File: src/irq_flag_pkg.sv
// Package: bit positions, reset values and host access codes for the interrupt flag block
package irq_flag_pkg;
    // Enable and flag bit positions (shared by both registers)
    localparam int BIT_GLOBAL = 15;
    localparam int BIT_EXPONENT = 14;
    localparam int BIT_HASH = 13;
    localparam int BIT_CIPHER = 12;
    localparam int BIT_LINK = 11;
    localparam int BIT_PACKET = 6;
    localparam int BIT_COPY = 5;
    localparam int BIT_RESV4 = 4;
    localparam int BIT_TX_DONE = 3;
    localparam int BIT_TX_ABORT = 2;
    localparam int BIT_RX_ABORT = 1;
    localparam int BIT_CNT_FULL = 0;
    // Reset values
    localparam logic [15:0] ENABLES_RESET = 16'h8010;
    localparam logic [15:0] FLAGS_RESET = 16'h0000;
    // Writable bits of each register
    localparam logic [15:0] ENABLES_WMASK = 16'hF86F;
    localparam logic [15:0] FLAGS_WMASK = 16'h782E;
    // Received frame counter limit
    localparam logic [7:0] COUNTER_MAX = 8'hFF;
    // Host register select and access operation
    localparam logic SEL_FLAGS = 1'b0;
    localparam logic SEL_ENABLES = 1'b1;
    typedef enum logic [1:0] {
        OP_NONE = 2'b00,
        OP_WRITE = 2'b01,
        OP_SET = 2'b10,
        OP_CLEAR = 2'b11
    } access_op_t;
endpackage

File: src/irq_flag_enable.sv
// Interrupt flag and enable logic of the Ethernet controller
module irq_flag_enable (
    // Clock and reset
    input wire logic clk,
    input wire logic srst,
    // Host register access
    input wire logic reg_sel,
    input wire irq_flag_pkg::access_op_t reg_op,
    input wire logic [15:0] reg_wdata,
    output logic [15:0] interrupt_flags,
    output logic [15:0] interrupt_enables,
    // Engine start bits of the primary control register
    input wire logic exponent_start_bit,
    input wire logic cipher_start_bit,
    input wire logic copy_engine_start_bit,
    // Engine and receive events, same clock
    input wire logic hash_done_pulse,
    input wire logic tx_done_pulse,
    input wire logic tx_abort_pulse,
    input wire logic rx_drop_no_room,
    input wire logic rx_frame_arrived,
    input wire logic link_up,
    input wire logic [7:0] received_frame_counter,
    // Interrupt toward the host
    output logic irq_out
);
    typedef struct packed {
        logic [15:0] flags;
        logic [15:0] enables;
        logic exp_prev;
        logic cipher_prev;
        logic copy_prev;
        logic link_prev;
        logic [7:0] cnt_prev;
        logic irq;
    } state_t;

    state_t st_r;
    state_t st_nxt;
    logic [15:0] set_ev;
    logic [15:0] host_clr;
    logic [15:0] host_set;
    logic [15:0] wmask;

    always_comb begin
        st_nxt = st_r;
        set_ev = 16'h0000;
        set_ev[irq_flag_pkg::BIT_EXPONENT] = st_r.exp_prev & ~exponent_start_bit;
        set_ev[irq_flag_pkg::BIT_HASH] = hash_done_pulse;
        set_ev[irq_flag_pkg::BIT_CIPHER] = st_r.cipher_prev & ~cipher_start_bit;
        set_ev[irq_flag_pkg::BIT_LINK] = st_r.link_prev ^ link_up;
        set_ev[irq_flag_pkg::BIT_COPY] = st_r.copy_prev & ~copy_engine_start_bit;
        set_ev[irq_flag_pkg::BIT_TX_DONE] = tx_done_pulse;
        set_ev[irq_flag_pkg::BIT_TX_ABORT] = tx_abort_pulse;
        set_ev[irq_flag_pkg::BIT_RX_ABORT] = rx_drop_no_room | (rx_frame_arrived
            & (received_frame_counter == irq_flag_pkg::COUNTER_MAX));
        // Host side edits; flag writes only touch writable bits
        wmask = (reg_sel == irq_flag_pkg::SEL_FLAGS) ? irq_flag_pkg::FLAGS_WMASK
                                                    : irq_flag_pkg::ENABLES_WMASK;
        host_set = 16'h0000;
        host_clr = 16'h0000;
        unique case (reg_op)
            irq_flag_pkg::OP_NONE: begin
            end
            irq_flag_pkg::OP_WRITE: begin
                host_set = reg_wdata & wmask;
                host_clr = ~reg_wdata & wmask;
            end
            irq_flag_pkg::OP_SET: begin
                host_set = reg_wdata & wmask;
            end
            irq_flag_pkg::OP_CLEAR: begin
                host_clr = reg_wdata & wmask;
            end
        endcase
        if (reg_sel == irq_flag_pkg::SEL_ENABLES) begin
            st_nxt.enables = (st_r.enables & ~host_clr) | host_set;
            // Reserved bit 4 reads one and cannot be written
            st_nxt.enables[irq_flag_pkg::BIT_RESV4] = 1'b1;
        end else begin
            // Event set beats a host clear in the same cycle; no auto clear
            st_nxt.flags = (st_r.flags & ~host_clr) | host_set | set_ev;
        end
        if (reg_sel == irq_flag_pkg::SEL_ENABLES) begin
            st_nxt.flags = st_r.flags | set_ev;
        end
        // Counter-driven flags are hardware owned
        st_nxt.flags[irq_flag_pkg::BIT_PACKET] = (received_frame_counter != 8'h00);
        if (received_frame_counter == irq_flag_pkg::COUNTER_MAX
            && st_r.cnt_prev != irq_flag_pkg::COUNTER_MAX) begin
            st_nxt.flags[irq_flag_pkg::BIT_CNT_FULL] = 1'b1;
        end else if (received_frame_counter < st_r.cnt_prev) begin
            st_nxt.flags[irq_flag_pkg::BIT_CNT_FULL] = 1'b0;
        end else begin
            st_nxt.flags[irq_flag_pkg::BIT_CNT_FULL] = st_r.flags[irq_flag_pkg::BIT_CNT_FULL];
        end
        st_nxt.exp_prev = exponent_start_bit;
        st_nxt.cipher_prev = cipher_start_bit;
        st_nxt.copy_prev = copy_engine_start_bit;
        st_nxt.link_prev = link_up;
        st_nxt.cnt_prev = received_frame_counter;
        // Output from registered state, one cycle behind flag updates
        st_nxt.irq = st_r.enables[irq_flag_pkg::BIT_GLOBAL]
            & (|(st_r.flags & st_r.enables & 16'h7FEF));
    end

    always_ff @(posedge clk) begin
        if (srst) begin
            st_r <= '0;
            st_r.enables <= irq_flag_pkg::ENABLES_RESET;
            st_r.flags <= irq_flag_pkg::FLAGS_RESET;
            // Prime start bit and link edge detectors so a level held through reset is not an edge; cnt_prev resets to zero
            st_r.exp_prev <= exponent_start_bit;
            st_r.cipher_prev <= cipher_start_bit;
            st_r.copy_prev <= copy_engine_start_bit;
            st_r.link_prev <= link_up;
        end else begin
            st_r <= st_nxt;
        end
    end

    assign interrupt_flags = st_r.flags;
    assign interrupt_enables = st_r.enables;
    assign irq_out = st_r.irq;
endmodule // irq_flag_enable

File: config.mk
export PLATFORM = sky130hd
export DESIGN_NAME = irq_flag_enable
export DESIGN_NICKNAME = d
export VERILOG_FILES = /design/src/irq_flag_pkg.sv /design/src/irq_flag_enable.sv
export SDC_FILE = /design/constraint.sdc
export NUM_CORES = 1
export LEC_CHECK = 0
export ABC_AREA = 1
export BUFFER_PORTS_ARGS = -buffer_cell sky130_fd_sc_hd__buf_2
export CORE_UTILIZATION = 53
export CTS_CLUSTER_DIAMETER = 60
export DETAILED_ROUTE_END_ITERATION = 8
export PLACE_DENSITY_LB_ADDON = 0.2
export SYNTH_ARGS = -nofsm -noshare
export SYNTH_HDL_FRONTEND = slang
export SYNTH_SLANG_ARGS = --single-unit
File: constraint.sdc
create_clock -name clk -period 2 [get_ports clk]
set_clock_uncertainty 0.2 [all_clocks]
set_input_delay 0.4 -clock clk [delete_from_list [all_inputs] [get_ports clk]]
set_output_delay 0.4 -clock clk [all_outputs]
set_load 0.005 [all_outputs]
* Word-level counts from Yosys, hierarchy flattened
Cells that the tools add are included.
Word-level totals: bits in registers 44, bits of input ports 38, output and inout port bits 33, word-level logic and storage cells 47
Cells by class: bitwise operators 21, equality and inequality tests 5, reduce and logical (&&, ||, !) cells 5, mux-type cells 6, magnitude comparators 1
Operator list (count):
- 16-bit AND | 4
- 16-bit two-way mux | 3
- 16-bit inverter | 2
- 16-bit by 15-bit OR with 16-bit output | 2
- 16-bit OR | 2
- 16-bit case mux with 2 select lines | 1
- 15-bit AND | 1
- 14-bit OR reduction | 1
- 8-bit == test, second input constant | 1
- 8-bit < comparator | 1
- 8-bit inequality test, second input constant | 1
- 8-bit nonzero test | 1
- 1-bit AND | 5
- 2-bit == test, second input constant | 2
- 1-bit inverter | 3
- 2-bit by 1-bit == test with 1-bit output, second input constant | 1
- 1-bit two-way mux | 2
- 2-bit nonzero test | 1
- 2-bit OR reduction | 1
- 1-bit logical AND | 1
- 1-bit OR | 1
- 1-bit XOR | 1

* Longest topological paths before layout
depth after elaboration 8, gate-level depth with buffers 10, gate-level depth less buffers 10

* Least setup slack after synthesis
No wires, ideal clock.
path kind input to register, from in reg_op[1], to reg st_r, in the netlist interrupt_flags[3], buffers on the path 1, library setup time 74 ps, stages 6, data required time 1726 ps, arrival 1201 ps, slack 524 ps, path through inv_1 > ha_1 > inv_2 > buf_2 > nand3_1 > a31oi_1
On the way: word-level cells in the longest chain between the ends 7, elaborated cells between the ends (all ways) 11, classes of those cells eq/ne (3); mux (3); bitwise (4); reduce/logical (1)
Ends and longest elaborated chain:
- start: declaration | line irq_flag_enable.sv:8 | input wire irq_flag_pkg::access_op_t reg_op,
- 2-bit == test / 2-bit by 1-bit == test with 1-bit output (equally long branches) | line irq_flag_enable.sv:62 | unique case (reg_op)
- 16-bit case mux with 2 select lines | line irq_flag_enable.sv:62
- 16-bit inverter | line irq_flag_enable.sv:82 | st_nxt.flags = (st_r.flags & ~host_clr) | host_set | set_ev;
- 16-bit AND | line irq_flag_enable.sv:82
- 16-bit OR * | line irq_flag_enable.sv:82
- 16-bit by 15-bit OR with 16-bit output * | line irq_flag_enable.sv:82
- 16-bit two-way mux * | line irq_flag_enable.sv:84 | if (reg_sel == irq_flag_pkg::SEL_ENABLES) begin
- end signal: assignment | line irq_flag_enable.sv:118 | st_r <= st_nxt;
- end: declaration | line irq_flag_enable.sv:38 | state_t st_r;
Mark *: on every way between the ends. The rest lies on a longest branch, timed or not. A chain may end at the register's enable or synchronous reset.

* Worst setup path after layout
from reg st_r[6] (netlist bit), to reg st_r, in the netlist interrupt_flags[0]
On the way: word-level cells in the longest chain between the ends 3, elaborated cells between the ends (all ways) 5, classes of those cells order compare (1); eq/ne (1); mux (1); reduce/logical (2)
Ends and longest elaborated chain:
- parallel branches: the longest is 3 deep, another holds 8-bit < comparator
Several ways; the timed one is not identified.

==> flow_summary.toml <==
[floorplan]
start_util_pct = 56.1
dieArea_um2 = 3830
coreArea_um2 = 3390
std_cell_rows = 21
die_height_um = 61.9
ios = 71
die_width_um = 61.9

[timing]
period_share_pct = 75.0
tns_ps = 0
rsz0062_at_grt = "false"
setup_ws_ps = 500
finalSetupViolCount = 0
fmax_mhz = 667
min_period_ps = 1500
slew_viol_final = 0
finalHoldViolCount = 0

[synthesis]
seq_area_frac_synth_pct = 36.8
syn_inst = 258
ys_types = 25
ys_seq_elements = 35
syn_area_um2 = 1900
yosys_warnings = 0
avgSynthCellArea_um2 = 7.38

[clock_network]
clockRootBuffer = "clkbuf_4"
post_cts_buffers = 0
cts_tree = "yes"
cts_made_buffers = 5
clock_sinks = 35
ctsResizeCount = 0
clk_path_buf_depth = 2
cts_hold_buf = 4
htreeDepth = 2
worstSkewPairLatency_ps = 340
clk_pin_slew_ps = 100

[power]
switching_share_pct = 28.0
power_density_nw_per_um2 = 674
ir_drop_mv = 0.422
p_leak_uw = 0.00107
power_frac_seq_pct = 54.6
p_switching_uw = 393
combPwrFrac_pct = 17.8
p_clk_share_pct = 27.6
p_int_uw = 1010

[grt]
grt_max_degree = 21
grt.total_usage_pct = 21.3
grt_pass1_vias = 1422
grt_pass1_wl_um = 5930
antenna_found_initial = 0
grt-ovfl-total = 0

[placed_design]
dp_slack_ps = 239
placed_area_um2 = 1990
place_congestion = 0.757
portBuffers = 55
dp_hpwl_um = 2780

[worst_hold_path]
min_to = "interrupt_flags[1]"
min_path_type = "input port to flop"
holdCritStartpoint = "rx_drop_no_room"
holdPathStages = 3

[critical_path]
path_max_fanout = 2
critPathBufInv = 1
reg2regPathDepth = 8
reg2reg_to = "interrupt_flags[0]"
crit_family = "flip-flops"
cpMaxStageDelayCell = "dfxtp_1"
reg2reg_slack_ps = 500
cp.arrival_ps = 1510
cp_cell_sequence = "inv_1 > ha_1 > a21oi_1 > nor2_1 > nor3_1 > nand2_1 > nand2_1 > a21oi_1"
crit_type = "flop to flop"
cp-start-kind = "flop"
cp.required_ps = 2010
setup.worst_path.end_class = "flop"
r2r_start = "st_r[6]"
cpPeakStageDelay_ps = 350

[finish]
fin_nets = 340
fin_area_um2 = 2080
area_growth_pct = 9.40
final_cell_mix = "55 x buf_2, 41 x nand2_1, 35 x dfxtp_1"
fin_util_pct = 61.4
fillCellCount = 342
drive_above_1_share_pct = 23.5
insertedDiodeCount = 0
final_common_cell = "buf_2"

[job]
drv_cap = 0

[drt]
vias = 1642
first_pass_iters = 4
drc = 0
routed_via_density = 4.84
wl_per_cell_um = 11.0
ant_nets = 0
drtIter0Drc = 73
drt_wl_total_um = 3720

[run_status]
status = "complete, no violations"
[registers in the layout, summed over array words and instances, names as in the netlist]
register           count
st_r                  12
irq_out                1
interrupt_flags       11
interrupt_enables     11
[metal layers]
metal	vias to the layer above	part of all wire (%)	global-route usage (%)	wire length [µm]
met5	-	0	0	0
met4	0	1.6	10.2	59
met3	7	5.4	4.55	200
met2	53	47	35.0	1740
met1	710	46	26.5	1720
li1	872	-	-	-
[worst max path at each step]
stage | from | to | slack, ps | cells after the start
after floorplan | reg_op[1] | interrupt_flags[3] | 520 | 6
after global placement | reg_op[1] | interrupt_flags[1] | 270 | 8
after detailed placement | reg_op[1] | interrupt_flags[1] | 240 | 8
after CTS | st_r[6] | interrupt_flags[0] | 490 | 8
after global routing | st_r[6] | interrupt_flags[0] | 360 | 8
final | st_r[6] | interrupt_flags[0] | 500 | 8
[synthesized netlist by cell type, drive strengths merged]
cell,instances,area share (%)
a21oi,15,3.9
a31oi,8,2.6
buf,39,15
clkbuf,1,0.20
conb,2,0.39
dfxtp,35,37
ha,9,5.9
inv,34,6.8
mux2i,2,1.1
nand2,42,8.4
nand3,17,4.5
nand4,4,1.3
nor2,14,2.8
nor3,3,0.79
nor4,2,0.66
o211ai,1,0.39
o21ai,29,8.0
xor2,1,0.46
[per-stage QoR]
step,instances,hold WS [ps],power [µW]
after floorplan,266,203,975
after global placement,328,207,1020
after detailed placement,328,210,1030
after CTS,339,67.9,1410
after global routing,339,75.8,1490
final,339,68.2,1400
[worst reg2reg max path, delay by kind of cell (launching register included)]
family                   cells  cell delay (ps)
AO/OA/AOI/OAI                2              200
adder cells (fa/ha/maj)      1              280
buffers and inverters        1               50
flip-flops                   1              350
AND/OR/NAND/NOR              4              300
[power by group through the flow]
stage                     sequential (µW)  combinational (µW)  clock (µW)
after floorplan                       776                 199           0
after global placement                782                 240           0
after detailed placement              783                 243           0
after CTS                             767                 250         395
after global routing                  773                 292         426
final                                 767                 250         388
[layout make-up]
cell class	count	area (µm²)	area share, %
clock buffers	6	51.3	2.46
inverters	34	130	6.25
well taps	46	57.6	2.76
multi-input cells	157	815	39.1
flip-flops and latches	35	701	33.7
clock inverters	1	5.00	0.240
repair buffers	60	323	15.5
[kinds of logic after synthesis]
logic type      share of synthesized area, %
mux                                     1.05
xor+xnor                               0.460
flops                                   36.8
fa+ha+maj                               5.92
other cells                            0.395
buf+inv                                 22.0
compound gates                          15.0
simple gates                            18.4
(Power assumes the default switching activity.)
